$ cat src/common/sctc_pkg.sv
// Purpose: Shared constants and carriers for the test and control register block
// Assumes: AXI4-Lite, 32-bit data, 100 MHz clock
// Notes:   Offsets are byte addresses of aligned words
`default_nettype none
package sctc_pkg;

    // ============================================================
    // Register map
    localparam logic [7:0] OFS_CTRL      = 8'h00;
    localparam logic [7:0] OFS_COMPANION = 8'h04;
    localparam logic [7:0] OFS_IRQ_STAT  = 8'h08;
    localparam logic [7:0] OFS_IRQ_EN    = 8'h0C;
    localparam logic [7:0] OFS_IRQ_CLR   = 8'h10;
    localparam logic [7:0] OFS_LINK_STAT = 8'h14;

    // ============================================================
    // Control register fields
    localparam int BIT_RSVD7  = 7;
    localparam int BIT_GAPOFF = 6;
    localparam int BIT_RGP    = 5;
    localparam int BIT_NEG    = 4;
    localparam int BIT_HALT   = 3;
    localparam int BIT_LFILT  = 2;
    localparam int BIT_RSVD1  = 1;
    localparam int BIT_DIR    = 0;
    localparam logic [7:0] CTRL_RESET   = 8'h00;
    localparam logic [7:0] CTRL_WR_MASK = 8'hFE;
    localparam int BIT_NOTIME = 0;

    // ============================================================
    // Interrupt bits
    localparam int IRQ_PARITY   = 0;
    localparam int IRQ_SEL_TO   = 1;
    localparam int IRQ_GAP_TO   = 2;
    localparam int IRQ_W        = 3;

    // ============================================================
    // Timing
    localparam int CLK_NS           = 10;
    localparam int FILT_SHORT_NS    = 30;
    localparam int FILT_LONG_NS     = 60;
    localparam int FILT_SHORT_CYC   = (FILT_SHORT_NS + CLK_NS - 1) / CLK_NS;
    localparam int FILT_LONG_CYC    = (FILT_LONG_NS + CLK_NS - 1) / CLK_NS;
    localparam int SEL_TIMEOUT_CYC  = 4000;
    localparam int GAP_TIMEOUT_CYC  = 2500;
    localparam int HALT_DIV         = 2;

    localparam logic [1:0] RESP_OKAY   = 2'b00;
    localparam logic [1:0] RESP_SLVERR = 2'b10;

    // ============================================================
    // Carriers
    typedef struct packed {
        logic       gap_off;
        logic       notime;
        logic       regen_parity;
        logic       neg_en;
        logic       halt;
        logic       long_filt;
    } sctc_cfg_s;

    typedef struct packed {
        logic [7:0] data;
        logic       parity;
    } sctc_byte_s;

    function automatic logic odd_parity(input logic [7:0] d);
        return ~(^d);
    endfunction

endpackage
`default_nettype wire

$ cat src/design/sctc_hs_filter.sv
// Purpose: Deasserting-edge glitch filter for one handshake line
// Assumes: Input already synchronised to aclk
// Notes:   Assertion passes at once, deassertion must persist
`timescale 1ns/1ns
`default_nettype none
module sctc_hs_filter (
    input  wire logic aclk,
    input  wire logic aresetn,
    input  wire logic long_filt,
    input  wire logic raw,
    output logic      filt
);
    import sctc_pkg::*;

    logic [2:0] cnt, next_cnt, limit;
    logic       next_filt;

    // ============================================================
    // Filter
    always_comb begin
        limit     = long_filt ? 3'(FILT_LONG_CYC) : 3'(FILT_SHORT_CYC);
        next_cnt  = 3'h0;
        next_filt = filt;
        if (raw) begin
            next_filt = 1'b1;
        end else if (filt) begin
            // Short low pulses are glitches and are dropped
            if (cnt + 3'h1 >= limit) begin
                next_filt = 1'b0;
            end else begin
                next_cnt = cnt + 3'h1;
            end
        end
    end

    always_ff @(posedge aclk) begin
        if (!aresetn) begin
            cnt  <= 3'h0;
            filt <= 1'b0;
        end else begin
            cnt  <= next_cnt;
            filt <= next_filt;
        end
    end
endmodule
`default_nettype wire

$ cat src/design/sctc_core.sv
// Purpose: Test and control register of a SCSI controller core, AXI4-Lite slave
// Assumes: SCSI side inputs are asynchronous; core logic on aclk
// Notes:   Timers count aclk cycles; interrupts are sticky with write-one clear
//
// The register offsets and the AXI4-Lite slave port were chosen for this implementation.
`timescale 1ns/1ns
`default_nettype none

// Function
// - Both timers run after reset or with both disable bits clear.
// - All-timers-off disables selection and byte gap timers.
// - Byte gap disable alone stops only the byte gap timer.
// - Regenerate mode replaces received parity with fresh parity, only while pass-through is set.
// - Bad received parity still raises a parity interrupt.
// - Without regenerate, received parity passes unmodified.
// - Negation enable drives lines deasserted only while driving in transfer phase.
// - Active negation is off after reset or when enable clear.
// - Clock halt stops the divided clock without glitches.
// - Deasserting edges of REQ/ACK filtered 30 ns, or 60 ns when long.
// - Direction bit is read-only: one means SCSI to host.
module sctc_core (
    input  wire logic        aclk,
    input  wire logic        aresetn,
    input  wire logic [7:0]  s_axi_awaddr,
    input  wire logic        s_axi_awvalid,
    output logic             s_axi_awready,
    input  wire logic [31:0] s_axi_wdata,
    input  wire logic [3:0]  s_axi_wstrb,
    input  wire logic        s_axi_wvalid,
    output logic             s_axi_wready,
    output logic [1:0]       s_axi_bresp,
    output logic             s_axi_bvalid,
    input  wire logic        s_axi_bready,
    input  wire logic [7:0]  s_axi_araddr,
    input  wire logic        s_axi_arvalid,
    output logic             s_axi_arready,
    output logic [31:0]      s_axi_rdata,
    output logic [1:0]       s_axi_rresp,
    output logic             s_axi_rvalid,
    input  wire logic        s_axi_rready,
    input  wire logic        scsi_req_in,
    input  wire logic        scsi_ack_in,
    input  wire logic [7:0]  scsi_data_in,
    input  wire logic        scsi_parity_in,
    input  wire logic        scsi_to_host,
    input  wire logic        info_phase,
    input  wire logic        drive_active,
    input  wire logic        pass_through,
    input  wire logic        selecting,
    input  wire logic        byte_strobe,
    output logic             req_filt,
    output logic             ack_filt,
    output sctc_pkg::sctc_byte_s fifo_byte,
    output logic             fifo_byte_valid,
    output logic             negate_drive,
    output logic             scsi_div_clk,
    output logic             irq
);
    import sctc_pkg::*;

    // ============================================================
    // Input synchronisers
    logic [5:0] sync1;
    logic [5:0] sync2;
    logic [8:0] dsync1;
    logic [8:0] dsync2;
    logic       req_s, ack_s, dir_s, phase_s, drv_s, pt_s;

    always_ff @(posedge aclk) begin
        if (!aresetn) begin
            sync1  <= 6'h00;
            sync2  <= 6'h00;
            dsync1 <= 9'h000;
            dsync2 <= 9'h000;
        end else begin
            sync1  <= {scsi_req_in, scsi_ack_in, scsi_to_host, info_phase,
                       drive_active, pass_through};
            sync2  <= sync1;
            dsync1 <= {scsi_parity_in, scsi_data_in};
            dsync2 <= dsync1;
        end
    end

    assign {req_s, ack_s, dir_s, phase_s, drv_s, pt_s} = sync2;

    // ============================================================
    // Register state
    sctc_cfg_s        cfg, next_cfg;
    logic [IRQ_W-1:0] irq_stat, next_irq_stat, irq_en, next_irq_en, irq_set, irq_clr;
    logic [7:0]       ctrl_rd;

    // ============================================================
    // AXI4-Lite write channel
    logic        aw_held, w_held, next_aw_held, next_w_held, next_bvalid, do_write;
    logic [7:0]  aw_addr, next_aw_addr;
    logic [31:0] w_data, next_w_data;
    logic [3:0]  w_strb, next_w_strb;
    logic [1:0]  next_bresp;

    assign s_axi_awready = !aw_held && !s_axi_bvalid;
    assign s_axi_wready  = !w_held && !s_axi_bvalid;

    always_comb begin
        next_aw_held = aw_held;
        next_w_held  = w_held;
        next_aw_addr = aw_addr;
        next_w_data  = w_data;
        next_w_strb  = w_strb;
        next_bvalid  = s_axi_bvalid;
        next_bresp   = s_axi_bresp;
        do_write     = 1'b0;
        if (s_axi_awvalid && s_axi_awready) begin
            next_aw_held = 1'b1;
            next_aw_addr = s_axi_awaddr;
        end
        if (s_axi_wvalid && s_axi_wready) begin
            next_w_held = 1'b1;
            next_w_data = s_axi_wdata;
            next_w_strb = s_axi_wstrb;
        end
        if (aw_held && w_held) begin
            do_write     = 1'b1;
            next_aw_held = 1'b0;
            next_w_held  = 1'b0;
            next_bvalid  = 1'b1;
            case ({aw_addr[7:2], 2'b00})
                OFS_CTRL, OFS_COMPANION, OFS_IRQ_EN, OFS_IRQ_CLR: next_bresp = RESP_OKAY;
                OFS_IRQ_STAT, OFS_LINK_STAT:                      next_bresp = RESP_OKAY;
                default:                                          next_bresp = RESP_SLVERR;
            endcase
        end else if (s_axi_bvalid && s_axi_bready) begin
            next_bvalid = 1'b0;
        end
    end

    always_ff @(posedge aclk) begin
        if (!aresetn) begin
            aw_held      <= 1'b0;
            w_held       <= 1'b0;
            aw_addr      <= 8'h00;
            w_data       <= 32'h0000_0000;
            w_strb       <= 4'h0;
            s_axi_bvalid <= 1'b0;
            s_axi_bresp  <= RESP_OKAY;
        end else begin
            aw_held      <= next_aw_held;
            w_held       <= next_w_held;
            aw_addr      <= next_aw_addr;
            w_data       <= next_w_data;
            w_strb       <= next_w_strb;
            s_axi_bvalid <= next_bvalid;
            s_axi_bresp  <= next_bresp;
        end
    end

    // ============================================================
    // Register writes and interrupt status
    logic wr_lane0;
    assign wr_lane0 = do_write && w_strb[0];

    always_comb begin
        next_cfg    = cfg;
        next_irq_en = irq_en;
        irq_clr     = '0;
        if (wr_lane0) begin
            case ({aw_addr[7:2], 2'b00})
                OFS_CTRL: begin
                    // Direction bit is never stored from a write
                    next_cfg.gap_off      = w_data[BIT_GAPOFF];
                    next_cfg.regen_parity = w_data[BIT_RGP];
                    next_cfg.neg_en       = w_data[BIT_NEG];
                    next_cfg.halt         = w_data[BIT_HALT];
                    next_cfg.long_filt    = w_data[BIT_LFILT];
                end
                OFS_COMPANION: next_cfg.notime = w_data[BIT_NOTIME];
                OFS_IRQ_EN:    next_irq_en     = w_data[IRQ_W-1:0];
                OFS_IRQ_CLR:   irq_clr         = w_data[IRQ_W-1:0];
                default:       next_cfg        = cfg;
            endcase
        end
        // A new event in the clearing cycle survives
        next_irq_stat = (irq_stat & ~irq_clr) | irq_set;
    end

    always_ff @(posedge aclk) begin
        if (!aresetn) begin
            cfg      <= '0;
            irq_en   <= '0;
            irq_stat <= '0;
        end else begin
            cfg      <= next_cfg;
            irq_en   <= next_irq_en;
            irq_stat <= next_irq_stat;
        end
    end

    assign irq = |(irq_stat & irq_en);

    // ============================================================
    // AXI4-Lite read channel
    logic [31:0] next_rdata;
    logic [1:0]  next_rresp;
    logic        next_rvalid;

    assign s_axi_arready = !s_axi_rvalid;
    assign ctrl_rd = {1'b0, cfg.gap_off, cfg.regen_parity, cfg.neg_en, cfg.halt,
                      cfg.long_filt, 1'b0, dir_s};

    always_comb begin
        next_rdata  = s_axi_rdata;
        next_rresp  = s_axi_rresp;
        next_rvalid = s_axi_rvalid;
        if (s_axi_arvalid && s_axi_arready) begin
            next_rvalid = 1'b1;
            next_rresp  = RESP_OKAY;
            case ({s_axi_araddr[7:2], 2'b00})
                OFS_CTRL:      next_rdata = {24'h000000, ctrl_rd};
                OFS_COMPANION: next_rdata = {31'h0, cfg.notime};
                OFS_IRQ_STAT:  next_rdata = {29'h0, irq_stat};
                OFS_IRQ_EN:    next_rdata = {29'h0, irq_en};
                OFS_IRQ_CLR:   next_rdata = 32'h0000_0000;
                OFS_LINK_STAT: next_rdata = {28'h0, req_filt, ack_filt, phase_s, pt_s};
                default: begin
                    next_rdata = 32'h0000_0000;
                    next_rresp = RESP_SLVERR;
                end
            endcase
        end else if (s_axi_rvalid && s_axi_rready) begin
            next_rvalid = 1'b0;
        end
    end

    always_ff @(posedge aclk) begin
        if (!aresetn) begin
            s_axi_rdata  <= 32'h0000_0000;
            s_axi_rresp  <= RESP_OKAY;
            s_axi_rvalid <= 1'b0;
        end else begin
            s_axi_rdata  <= next_rdata;
            s_axi_rresp  <= next_rresp;
            s_axi_rvalid <= next_rvalid;
        end
    end

    // ============================================================
    // Handshake filters
    sctc_hs_filter u_req_filt (
        .aclk      (aclk),
        .aresetn   (aresetn),
        .long_filt (cfg.long_filt),
        .raw       (req_s),
        .filt      (req_filt)
    );

    sctc_hs_filter u_ack_filt (
        .aclk      (aclk),
        .aresetn   (aresetn),
        .long_filt (cfg.long_filt),
        .raw       (ack_s),
        .filt      (ack_filt)
    );

    // ============================================================
    // Timers, parity path, negation, divided clock
    logic        sel_en, gap_en, req_d, strobe, bad_par, div_q, next_div_q;
    logic [11:0] sel_cnt, next_sel_cnt, gap_cnt, next_gap_cnt;
    sctc_byte_s  next_fifo_byte;

    assign sel_en = !cfg.notime;
    assign gap_en = !cfg.notime && !cfg.gap_off;
    assign strobe = req_filt && !req_d;
    assign bad_par = dsync2[8] != odd_parity(dsync2[7:0]);

    always_comb begin
        irq_set        = '0;
        next_sel_cnt   = 12'h000;
        next_gap_cnt   = 12'h000;
        next_fifo_byte = fifo_byte;
        if (sel_en && selecting) begin
            next_sel_cnt = sel_cnt + 12'h001;
            if (sel_cnt == 12'(SEL_TIMEOUT_CYC - 1)) begin
                irq_set[IRQ_SEL_TO] = 1'b1;
                next_sel_cnt        = 12'h000;
            end
        end
        if (gap_en && phase_s && !byte_strobe) begin
            next_gap_cnt = gap_cnt + 12'h001;
            if (gap_cnt == 12'(GAP_TIMEOUT_CYC - 1)) begin
                irq_set[IRQ_GAP_TO] = 1'b1;
                next_gap_cnt        = 12'h000;
            end
        end
        if (strobe && dir_s) begin
            next_fifo_byte.data = dsync2[7:0];
            if (pt_s && cfg.regen_parity) begin
                next_fifo_byte.parity = odd_parity(dsync2[7:0]);
            end else begin
                next_fifo_byte.parity = dsync2[8];
            end
            irq_set[IRQ_PARITY] = bad_par;
        end
        // Toggle only when not halted; the output simply holds its level
        next_div_q = cfg.halt ? div_q : !div_q;
    end

    always_ff @(posedge aclk) begin
        if (!aresetn) begin
            sel_cnt         <= 12'h000;
            gap_cnt         <= 12'h000;
            req_d           <= 1'b0;
            fifo_byte       <= '0;
            fifo_byte_valid <= 1'b0;
            div_q           <= 1'b0;
            negate_drive    <= 1'b0;
        end else begin
            sel_cnt         <= next_sel_cnt;
            gap_cnt         <= next_gap_cnt;
            req_d           <= req_filt;
            fifo_byte       <= next_fifo_byte;
            fifo_byte_valid <= strobe && dir_s;
            div_q           <= next_div_q;
            negate_drive    <= cfg.neg_en && phase_s && drv_s;
        end
    end

    assign scsi_div_clk = div_q;
endmodule
`default_nettype wire

$ cat config.mk
export PLATFORM = sky130hd
export DESIGN_NAME = sctc_core
export DESIGN_NICKNAME = d
export VERILOG_FILES = /design/src/common/sctc_pkg.sv /design/src/design/sctc_hs_filter.sv /design/src/design/sctc_core.sv
export SDC_FILE = /design/constraint.sdc
export NUM_CORES = 1
export LEC_CHECK = 0
export ABC_AREA = 0
export BUFFER_PORTS_ARGS = -buffer_cell sky130_fd_sc_hd__buf_4
export CAP_MARGIN = 20
export CELL_PAD_IN_SITES_DETAIL_PLACEMENT = 0
export CELL_PAD_IN_SITES_GLOBAL_PLACEMENT = 1
export CORE_UTILIZATION = 38
export CTS_BUF_LIST = sky130_fd_sc_hd__clkbuf_4 sky130_fd_sc_hd__clkbuf_8 sky130_fd_sc_hd__clkbuf_16
export CTS_CLUSTER_SIZE = 14
export DETAILED_ROUTE_END_ITERATION = 7
export GPL_TIMING_DRIVEN = 0
export PLACE_DENSITY_LB_ADDON = 0.1
export SKIP_LAST_GASP = 1
export SLEW_MARGIN = 5
export SYNTH_ARGS = -nofsm -noshare
export SYNTH_HDL_FRONTEND = slang
export SYNTH_SLANG_ARGS = --single-unit
$ cat constraint.sdc
create_clock -name aclk -period 2.3 [get_ports aclk]
set_input_delay 0.46 -clock aclk [delete_from_list [all_inputs] [get_ports aclk]]
set_output_delay 0.46 -clock aclk [all_outputs]
set_load 0.01 [all_outputs]
## After elaboration in Yosys (flattened, before gate mapping)

Cells that the tools add are included.

| word-level totals | value |
|---|---|
| register bits after elaboration | 143 |
| word-level logic and storage cells | 129 |
| output and inout bits | 56 |

| cells by class | value |
|---|---|
| add/sub/neg operators | 4 |
| equal/unequal tests | 13 |
| order comparisons | 2 |
| reduce and logical (&&, ||, !) cells | 43 |
| bitwise gates (word level) | 10 |
| multiplexer cells | 23 |

Operator list:

| cell | count |
|---|---|
| $pmux W7 S5 | 1 |
| $add A12 B1 Y12 const B | 2 |
| $eq A12 B12 Y1 const B | 2 |
| $eq A6 B2 Y1 const B | 4 |
| $eq A6 B3 Y1 const B | 4 |
| $logic_and A1 B1 Y1 | 18 |
| $mux W1 | 17 |
| $eq A6 B1 Y1 const B | 2 |
| $logic_not A6 Y1 | 2 |
| $reduce_or A6 Y1 | 2 |
| $logic_not A1 Y1 | 9 |
| $mux W3 | 3 |
| $reduce_or A3 Y1 | 3 |
| $reduce_or A4 Y1 | 2 |
| $reduce_xor A8 Y1 | 1 |
| $add A3 B1 Y3 const B | 2 |
| $and A3 B3 Y3 | 2 |
| $ge A3 B3 Y1 | 2 |
| $not A1 Y1 | 6 |
| $reduce_and A2 Y1 | 3 |
| $mux W2 | 2 |
| $reduce_bool A2 Y1 | 2 |
| $not A3 Y3 | 1 |
| $or A3 B3 Y3 | 1 |
| other kinds (2) | 2 |

## Depth between registers and ports, before layout

Gate-level depths: netlist of run 1.

| depth | value |
|---|---|
| depth after elaboration | 7 |
| mapped depth | 7 |
| mapped depth without buffers | 7 |

## Hierarchy

Synthesis of run 1 repeated with hierarchy kept, for this count alone.

| second synthesis, totals | value |
|---|---|
| cells, all modules | 489 |
| area total of the unflattened synthesis | 4662.0 sq um |

By module, submodules not included:

| module | instances | seq. area each (sq um) | cells each | area each (sq um) |
|---|---|---|---|---|
| sctc_core | 1 | 2122.0 | 447 | 4241.6 |
| sctc_hs_filter | 2 | 80.1 | 21 | 210.2 |

## Least setup slack after synthesis of run 1

OpenSTA, ideal clock, no wires.

| path | value |
|---|---|
| path type | register to register |
| start point | register u_req_filt.cnt[0] |
| end point | register u_req_filt.cnt[2] |
| arrival time | 1657 ps |
| path buffers | 0 |
| setup time | 65 ps |
| period minus slack after synthesis | 1722 ps |
| setup slack | 578 ps |
| stages on the path, launching flop included | 8 |
| required time | 2235 ps |
| path through | dfxtp_1 -> ha_1 -> xor2_1 -> ha_1 -> o211ai_1 -> nand3b_1 -> or3b_2 -> nor2b_1 |

| on the way | value |
|---|---|
| word-level cells in the longest chain between the ends | 3 |

Ends and longest elaborated chain:

| element | line | RTL |
|---|---|---|
| start, declared | sctc_hs_filter.sv:15 | `logic [2:0] cnt, next_cnt, limit;` |
| start signal, assigned | sctc_hs_filter.sv:41 | `cnt <= next_cnt;` |
| $add A3 B1 Y3 * | sctc_hs_filter.sv:28, sctc_hs_filter.sv:31 |  |
| $ge A3 B3 Y1 | sctc_hs_filter.sv:28 | `if (cnt + 3'h1 >= limit) begin` |
| $reduce_or A4 Y1 (no source line) | - |  |

Mark *: on every way between the ends. The rest lies on a longest branch, timed or not.
A chain may end at the register's enable or synchronous reset.

## Worst setup path after layout of run 1

| path | value |
|---|---|
| start point | register u_ack_filt.cnt[0] |
| end point | register u_ack_filt.cnt[2] |

| on the way | value |
|---|---|
| word-level cells in the longest chain between the ends | 3 |

Ends and longest elaborated chain:

| element | line |
|---|---|
| start, declared | sctc_hs_filter.sv:15 |
| start signal, assigned | sctc_hs_filter.sv:41 |
| $add A3 B1 Y3 * | sctc_hs_filter.sv:28, sctc_hs_filter.sv:31 |
| $ge A3 B3 Y1 | sctc_hs_filter.sv:28 |
| $reduce_or A4 Y1 (no source line) | - |

Marked as above.

==> flow_summary.yaml, run 1 <==
die:
  initial_utilization_pct: 39.65
  io_pins: 132
  rows: 39
  fp.dieW_um: 111.9
  dieHeight_um: 111.9
  die_area_mm2: 0.01251
  core_area_mm2: 0.01156
global_routing:
  gr-total-overflow: 0
  grt_pass1_vias: 3391
  grt_start_max_net_pins: 17
  track_usage_pct: 16.97
  grt_pass1_wl_mm: 16.16
  antenna_found_initial: 0
detailed_routing:
  wl_mm: 9.771
  first_pass_iters: 6
  drtIter0Drc: 171
  ant_nets: 0
  drc: 11
  num_vias: 3416
  via_per_inst: 4.525
  avgRoutedWirePerCell_um: 12.94
setup_path:
  rrSetupSlack_ns: 0.42
  critical_path_arrival_ns: 2.22
  worst_path_largest_cell_delay_ns: 0.49
  r2r_end: "u_ack_filt.cnt[2]$_SDFF_PP0_"
  worstSetupEndpointType: "register"
  reg2reg_depth: 7
  path_common_cell: "ha_1"
  startpoint: "u_ack_filt.cnt[0]$_SDFF_PP0_"
  path_cells: "ha_1, xor2_1, ha_1, o211ai_1, nand3b_1, or3b_2, nor2b_1"
  endpoint: "u_ack_filt.cnt[2]$_SDFF_PP0_"
  crit_type: "register to register"
  worst_setup_path_start_kind: "register"
  r2r-start: "u_ack_filt.cnt[0]$_SDFF_PP0_"
  crit_required_ns: 2.64
  path_max_fanout: 3
  cpMaxStageDelayCell: "or3b_2"
pwr:
  leakage_uw: 0.002497
  power_uw: 4935
  ir_worst_vdd_mv: 0.5386
  powerDensity_mw_per_mm2: 827.6
sta:
  relSlewSlack_pct: 54.55
  finalSetupTns_ns: 0
  skew_ns: 0.007012
  post-route-min-period_ns: 1.881
  hold_viol: 0
  timing.final.setup_violations: 0
  period_share_pct: 81.77
  rsz0062_at_grt: "false"
  worst_pin_slew_ns: 0.6792
  fmax_mhz: 531.7
  maxSlewViolCount: 0
clocking:
  insertion_delay_ns: 0.40
  cts_sinks: 114
  cts_buffer_depth: 2
  clkTransAtPathRegs_ns: 0.05
  cts_buffers: 17
  cts-hold-fix-buffers: 0
  cts_tree: "built"
  htree_levels: 4
  clock-root-buffer: "clkbuf_16"
  cts_setup_buffers: 0
  cts_resized: 0
logic_synthesis:
  yosysSeqAreaShare_pct: 49.77
  synth_cell_types: 41
  synth_top_cell_area_share_pct: 49.77
  synth_area_leaders: "dfxtp_1 (50%), and2_1 (5.0%), nand2_1 (4.7%)"
  ys.flop_type: "dfxtp_1"
  synth_seq_cells: 114
  async_flop_share_pct: 0
  postSynthCellCount: 486
  synth-edff-count: 0
  netlist_area_mm2: 0.004586
  yosysTopAreaCell: "dfxtp_1"
  yosys_warnings: 0
  synth.top_cells.by_count: "dfxtp_1 (114), nand2_1 (57), and2_1 (37), nor2_1 (36), buf_4 (27)"
  yosysMostFrequentCell: "dfxtp_1"
  synth.avg_cell_area_um2: 9.435
job:
  cap_viol_max_count: 0
run_status:
  status: "complete, but fails checks"
  violations: "DRC"
place:
  portBuffers: 70
  place_hpwl_mm: 7.236
  dpl-instance-area_mm2: 0.005388
  gp_congestion: 0.7759
final_layout:
  final_layout_size_suffix_gt1_share_pct: 21.57
  fin_nets: 685
  design_area_mm2: 0.005963
  syn2layout_area_growth_pct: 30.04
  diodes: 0
  fin_util_pct: 51.56
worst_hold_path:
  hp-class: "primary input to register"
[area by class of cell]
cell class,count,area [µm²]
clock inverters,10,108.9
well taps,143,178.9
repair buffers,70,525.5
clock buffers,20,466.7
flip-flops and latches,114,2282
multi-input cells,341,2086
fillers,1097,5602
plain buffers,43,262.8
inverters,14,52.55
[state kept, by name (all words and copies together) (netlist names), 7 cells and up]
name / cells
dsync2: 9
sel_cnt: 12
s_axi_rdata: 7
dsync1: 9
fifo_byte: 9
gap_cnt: 12
w_data: 7
[worst max-delay path, delay by kind of cell (launching register included)]
family	cells	cell delay (ns)
AO/OA/AOI/OAI	1	0.09
XOR/XNOR	1	0.20
adder cells (fa/ha/maj)	2	0.48
flip-flops	1	0.33
AND/OR/NAND/NOR	3	0.73
[per-layer routing]
layer,global-route usage [%],part of all wire [%],wire (µm),vias to the layer above
li1,-,-,-,1789
met3,6.478,5.4,524,16
met2,27.99,48,4678,87
met1,19.63,45,4376,1524
met4,7.207,2.0,192,0
met5,0,0,0,-
[kinds of logic (layout without fill, tap and decap cells)]
family | count (synthesis) | after routing | share of synthesized area [%]
buffers and inverters | 57 | 157 | 6.876
other | 1 | 27 | 0.08178
flip-flops | 114 | 114 | 49.77
adder cells (fa/ha/maj) | 8 | 8 | 2.183
AO/OA/AOI/OAI | 51 | 51 | 7.831
AND/OR/NAND/NOR | 207 | 207 | 23.60
XOR/XNOR | 30 | 30 | 5.730
multiplexers | 18 | 18 | 3.929
[stage by stage]
stage / hold WS, ns / setup slack (ns) / instances
detailed placement: 0.4169 / 0.2694 / 725
finish: 0.2577 / 0.4193 / 755
CTS: 0.2427 / 0.4190 / 755
global placement: 0.4136 / 0.3028 / 725
floorplan: 0.4024 / 0.5776 / 512
global route: 0.2409 / 0.2272 / 755
[worst min path at each step]
stage,start,end,cells past startpoint
global route,scsi_data_in[5],dsync1[5]$_SDFF_PN0_,2
floorplan,sync2[1]$_SDFF_PN0_,negate_drive$_SDFF_PN0_,2
detailed placement,sync1[1]$_SDFF_PN0_,sync2[1]$_SDFF_PN0_,1
finish,scsi_data_in[0],dsync1[0]$_SDFF_PN0_,2
global placement,sync1[4]$_SDFF_PN0_,sync2[4]$_SDFF_PN0_,1
CTS,scsi_data_in[4],dsync1[4]$_SDFF_PN0_,2
[placed cells by master (no fill, tap or decap), drive strengths merged, types with 6 or more instances in the layout]
cell type	instances
nor2	36
xnor2	15
and2	37
dfxtp	114
conb	27
nand2	57
nand3	12
xor2	15
nor4	6
a21boi	19
inv	15
nor2b	26
buf	97
clkbuf	36
ha	8
a21oi	8
mux2i	18
[power by group]
part / leakage (µW) / switching, µW / total, µW / internal (µW)
Clock: 0.000284 / 877 / 2540 / 1660
Combinational: 0.00128 / 153 / 326 / 173
Sequential: 0.000929 / 38.6 / 2070 / 2040
Total: 0.00250 / 1070 / 4940 / 3870
No activity file was read; power rests on OpenSTA's default activity.
==> inputs of run 2 (changes only) <==
Clock period 2.3 ns to 1.9 ns, I/O delays scaled along.
==> run 2 against run 1 <==
- the flow still finishes with violations (DRC)
- power rose by 21%
- global-route usage unchanged
- via count rose by 0.44%
- sequential cell count did not move
- critical path depth is 4 lower
- sequential share of layout area down 0.21 points
- register-to-register slack got worse by 0.27 ns
- highest routed layer unchanged
- non-clock buffer count unchanged
- wire length increased by 0.46%
- first-iteration DRC count did not move
- final cell count did not move
==> flow_summary.yaml, run 2 (synthesized netlist as in run 1, its figures left out) <==
run_status:
  status: "complete, but fails checks"
  violations: "DRC"
die:
  io_pins: 132
  core_area_mm2: 0.01156
  fp.dieW_um: 111.9
  initial_utilization_pct: 39.65
  rows: 39
  die_area_mm2: 0.01251
  dieHeight_um: 111.9
place:
  place_hpwl_mm: 7.236
  gp_congestion: 0.7759
  portBuffers: 70
setup_path:
  worstSetupEndpointType: "output pin"
  r2r-start: "u_ack_filt.cnt[0]$_SDFF_PP0_"
  endpoint: "irq"
  r2r_end: "u_ack_filt.cnt[2]$_SDFF_PP0_"
  worst_path_largest_cell_delay_ns: 0.44
  crit_required_ns: 1.52
  cpMaxStageDelayCell: "a222oi_1"
  worst_setup_path_start_kind: "register"
  crit_type: "register to output pin"
  critical_path_arrival_ns: 1.40
  path_cells: "a222oi_1, inv_1, buf_4"
  path_max_fanout: 3
  reg2reg_depth: 7
  rrSetupSlack_ns: 0.15
  startpoint: "irq_stat[2]$_SDFF_PN0_"
global_routing:
  grt_start_max_net_pins: 17
  grt_pass1_vias: 3391
  track_usage_pct: 16.97
  antenna_found_initial: 0
  grt_pass1_wl_mm: 16.16
  gr-total-overflow: 0
pwr:
  ir_worst_vdd_mv: 0.6519
  switchingPower_uw: 1295
  p_comb_share_pct: 6.7
  p_int_uw: 4683
  swShare_pct: 21.67
  seqPwrFrac_pct: 42.0
  power_frac_clock_pct: 51.3
  powerDensity_mw_per_mm2: 995.8
  leakage_uw: 0.002497
clocking:
  insertion_delay_ns: 0.41
  clock-root-buffer: "clkbuf_16"
  cts_buffers: 17
  cts_buffer_depth: 2
  cts_tree: "built"
  cts_sinks: 114
  clkTransAtPathRegs_ns: 0.05
  htree_levels: 4
  cts-hold-fix-buffers: 0
detailed_routing:
  top_layer: "met4"
  route.met2.wl_mm: 4.767
  drc: 11
  avgRoutedWirePerCell_um: 13.00
  wl_mm: 9.816
  drtIter0Drc: 171
  via_per_inst: 4.544
  dr_wl_met3_um: 457
  ant_nets: 0
  num_vias: 3431
  wl_met1_mm: 4.416
  first_pass_iters: 6
final_layout:
  diodes: 0
  fin_nets: 685
  mostFrequentLayoutCells: "dfxtp_1 (112), buf_4 (98), nand2_1 (57)"
  layout_commonest_cell: "dfxtp_1"
  fin_util_pct: 51.91
  largestRegisters: "gap_cnt x12, sel_cnt x12"
  syn2layout_area_growth_pct: 30.91
  final_layout_size_suffix_gt1_share_pct: 23.04
sta:
  skew_ns: 0.01503
  maxSlewViolCount: 0
  worst_pin_slew_ns: 0.6762
  post-route-min-period_ns: 1.776
  relSlewSlack_pct: 54.75
  hold_viol: 0
  timing.final.setup_violations: 0
  period_share_pct: 93.46
  holdWs_ns: 0.1774
  fmax_mhz: 563.2
  rsz0062_at_grt: "false"
worst_hold_path:
  hp-class: "primary input to register"
job:
  cap_viol_max_count: 0
-- run 2: cell types whose count changed in the layout (fill, tap and decap cells not counted), moves of 2 or more --
cell     change
or3b_4       +2
ha_1         -2
dfxtp_2      +2
xor2_2       +2
xor2_1       -2
ha_2         +2
dfxtp_1      -2
or3b_2       -2
-- run 2: area by class of cell --
cell class                      instances  area, µm²
Multi-Input combinational cell        341       2120
Tap cell                              143      178.9
Timing Repair Buffer                   71      533.0
Fill cell                            1095       5562
Inverter                               14      52.55
Buffer                                 42      259.0
Sequential cell                       114       2285
Clock inverter                         10      108.9
Clock buffer                           20      466.7
-- run 2: repair_timing --
action | 4_1_cts | 5_1_grt
buffers inserted | 0 | 1
gates resized for setup | 0 | 10
setup endpoints to repair | 0 | 18
-- run 2: critical path, delay by kind of cell, from the launching register on --
kind,cells,cell delay [ns]
AOI/OAI and AO/OA,1,0.44
buffers and inverters,2,0.22
DFF,1,0.32
-- run 2: stage by stage --
| step | setup slack (ns) | instances | power (µW) | area (µm²) | TNS [ns] |
|---|---|---|---|---|---|
| global placement | -0.01720 | 725 | 2953 | 5388 | -0.02283 |
| finish | 0.1243 | 755 | 5978 | 6003 | 0 |
| floorplan | 0.1776 | 512 | 2803 | 4683 | 0 |
| CTS | 0.01896 | 755 | 6045 | 5963 | 0 |
| detailed placement | -0.05060 | 725 | 2958 | 5388 | -0.1446 |
| global route | 0.04885 | 755 | 6224 | 6003 | 0 |
-- run 2: how the worst min path moves through the flow --
| stage | from | to | slack [ns] | depth (start not counted) |
|---|---|---|---|---|
| finish | scsi_data_in[1] | dsync1[1]$_SDFF_PN0_ | 0.18 | 2 |
| global route | scsi_data_in[5] | dsync1[5]$_SDFF_PN0_ | 0.16 | 2 |
| CTS | scsi_data_in[4] | dsync1[4]$_SDFF_PN0_ | 0.16 | 2 |
| detailed placement | sync1[1]$_SDFF_PN0_ | sync2[1]$_SDFF_PN0_ | 0.42 | 1 |
| global placement | sync1[4]$_SDFF_PN0_ | sync2[4]$_SDFF_PN0_ | 0.41 | 1 |
| floorplan | sync2[1]$_SDFF_PN0_ | negate_drive$_SDFF_PN0_ | 0.40 | 2 |
-- run 2: power groups by stage --
stage	clock network [µW]	registers [µW]	logic [µW]
2_1_floorplan	0	2550	253
3_5_place_dp	0	2560	398
3_3_place_gp	0	2560	395
6_report	3070	2510	399
5_1_grt	3260	2520	445
4_1_cts	3140	2510	400
-- run 2: per-layer routing --
metal | track usage [%] | vias to the layer above
li1 | - | 1787
met1 | 19.63 | 1551
met2 | 27.99 | 81
met3 | 6.478 | 12
met4 | 7.207 | 0
met5 | 0 | -
==> inputs of run 3 (changes only) <==
Settings changed: RECOVER_POWER from default to 100.
==> run 3 against run 2 <==
- critical endpoint is now u_ack_filt.cnt[2]$_SDFF_PP0_
- sequential cell count did not move
- via count hardly changed
- the flow still finishes with violations (DRC)
- final area down 2.1%
- sequential share of layout area increased by 0.81 points
- worst hold slack better by 0.0022 ns
- critical path type is now register to register
- register-to-register slack hardly changed
- highest routed layer unchanged
- largest cell class unchanged
- core utilization decreased by 1.1 points
- fmax increased by 0.79%
- power down 0.29%
- final cell count did not move
==> flow_summary.yaml, run 3 (synthesized netlist as in run 1, its figures left out) <==
run_status:
  status: "complete, but fails checks"
  violations: "DRC"
global_routing:
  gr-total-overflow: 0
  grt_start_max_net_pins: 17
  antenna_found_initial: 0
  grt_pass1_wl_mm: 16.16
  track_usage_pct: 16.97
  grt_pass1_vias: 3391
sta:
  worst_pin_slew_ns: 0.6818
  maxSlewViolCount: 0
  fmax_mhz: 567.6
  post-route-min-period_ns: 1.762
  skew_ns: 0.01108
  rsz0062_at_grt: "false"
  relSlewSlack_pct: 54.38
  period_share_pct: 92.72
  hold_viol: 0
  timing.final.setup_violations: 0
die:
  die_area_mm2: 0.01251
  core_area_mm2: 0.01156
  dieHeight_um: 111.9
  fp.dieW_um: 111.9
  io_pins: 132
  initial_utilization_pct: 39.65
  rows: 39
setup_path:
  rrSetupSlack_ns: 0.14
  worstSetupEndpointType: "register"
  critical_path_arrival_ns: 2.11
  r2r-start: "u_ack_filt.cnt[0]$_SDFF_PP0_"
  reg2reg_depth: 7
  crit_required_ns: 2.25
  crit_type: "register to register"
  r2r_end: "u_ack_filt.cnt[2]$_SDFF_PP0_"
  path_max_fanout: 3
  worst_setup_path_start_kind: "register"
detailed_routing:
  drc: 11
  num_vias: 3428
  ant_nets: 0
  avgRoutedWirePerCell_um: 13.01
  wl_mm: 9.824
  drtIter0Drc: 135
  via_per_inst: 4.540
  first_pass_iters: 6
pwr:
  power_frac_clock_pct: 51.5
  p_int_uw: 4665
  p_comb_share_pct: 6.4
  switchingPower_uw: 1296
  swShare_pct: 21.74
  power_uw: 5961
  leakage_uw: 0.002359
  ir_worst_vdd_mv: 0.6530
  powerDensity_mw_per_mm2: 1014
  seqPwrFrac_pct: 42.1
final_layout:
  largestRegisters: "gap_cnt x12, sel_cnt x12"
  fin_cells: 755
  final_layout_size_suffix_gt1_share_pct: 17.81
  layout_commonest_cell: "dfxtp_1"
  diodes: 0
  design_area_mm2: 0.005878
  fin_nets: 685
  fin_util_pct: 50.83
  fillers: 1126
  mostFrequentLayoutCells: "dfxtp_1 (112), buf_4 (67), nand2_1 (57)"
  syn2layout_area_growth_pct: 28.19
job:
  cap_viol_max_count: 0
worst_hold_path:
  min_from: "scsi_req_in"
  holdPathStages: 2
  hold-path-endpoint: "sync1[5]$_SDFF_PN0_"
  hp-class: "primary input to register"
place:
  place_hpwl_mm: 7.236
  dpl-instance-area_mm2: 0.005388
  portBuffers: 70
  gp_congestion: 0.7759
  post-place-cells: 725
clocking:
  cts_sinks: 114
  htree_levels: 4
  clock-root-buffer: "clkbuf_16"
  insertion_delay_ns: 0.41
  clkTransAtPathRegs_ns: 0.05
  cts-hold-fix-buffers: 0
  cts_tree: "built"
  cts_buffer_depth: 2
  cts_buffers: 17
## run 3: cell count changes in the layout (fill, tap and decap cells not counted), moves of 18 or more
cell and delta:
and2_0 +18, and2_1 -18, clkbuf_1 +30, buf_4 -31
## run 3: critical path, cell delays in order, from the launching register on
cell,delay (ns)
dfxtp_2,0.33
ha_2,0.19
xor2_2,0.18
ha_1,0.28
o211ai_1,0.10
nand3b_1,0.12
or3b_4,0.40
nor2b_1,0.11
## run 3: worst max path at each step
stage	start	endpoint	slack, ns	depth (start not counted)
after global placement	s_axi_araddr[5]	s_axi_rdata[6]$_SDFFE_PN0P_	-0.02	6
after global routing	u_req_filt.cnt[0]$_SDFF_PP0_	u_req_filt.cnt[2]$_SDFF_PP0_	0.03	7
after detailed placement	s_axi_araddr[5]	s_axi_rdata[6]$_SDFFE_PN0P_	-0.05	6
after CTS	u_ack_filt.cnt[0]$_SDFF_PP0_	u_ack_filt.cnt[2]$_SDFF_PP0_	0.02	7
final	u_ack_filt.cnt[0]$_SDFF_PP0_	u_ack_filt.cnt[2]$_SDFF_PP0_	0.14	7
after floorplan	u_req_filt.cnt[0]$_SDFF_PP0_	u_req_filt.cnt[2]$_SDFF_PP0_	0.18	7
## run 3: power by group through the flow
stage	sequential, µW	clock (µW)	combinational [µW]
6_report	2510	3070	382
5_1_grt	2520	3260	427
4_1_cts	2510	3140	400
3_5_place_dp	2560	0	398
3_3_place_gp	2560	0	395
2_1_floorplan	2550	0	253
## run 3: what timing repair did
item | CTS | global route
setup buffers | 0 | 1
setup endpoints to repair | 0 | 18
resized for setup | 0 | 10
## run 3: area by class of cell
type                       count  area, µm²  area share [%]
timing repair buffer          71      420.4           7.152
clock buffer                  20      466.7           7.940
buffer                        42      259.0           4.406
tap                          143      178.9           3.044
inverter                      14      52.55          0.8940
multi-input combinational    341       2107           35.85
clock inverter                10      108.9           1.852
sequential                   114       2285           38.87
## run 3: layer usage
layer	routed length, µm	vias up	track usage (%)
li1	-	1785	-
met1	4464	1550	19.63
met2	4738	81	27.99
met3	447	12	6.478
met4	173	0	7.207
met5	0	-	0
## run 3: through the flow
stage	TNS [ns]	hold WS [ns]	setup slack [ns]
after floorplan	0	0.4024	0.1776
after global placement	-0.02283	0.4136	-0.01720
after detailed placement	-0.1446	0.4169	-0.05060
after CTS	0	0.1627	0.01896
after global routing	0	0.1609	0.03125
final	0	0.1796	0.1383
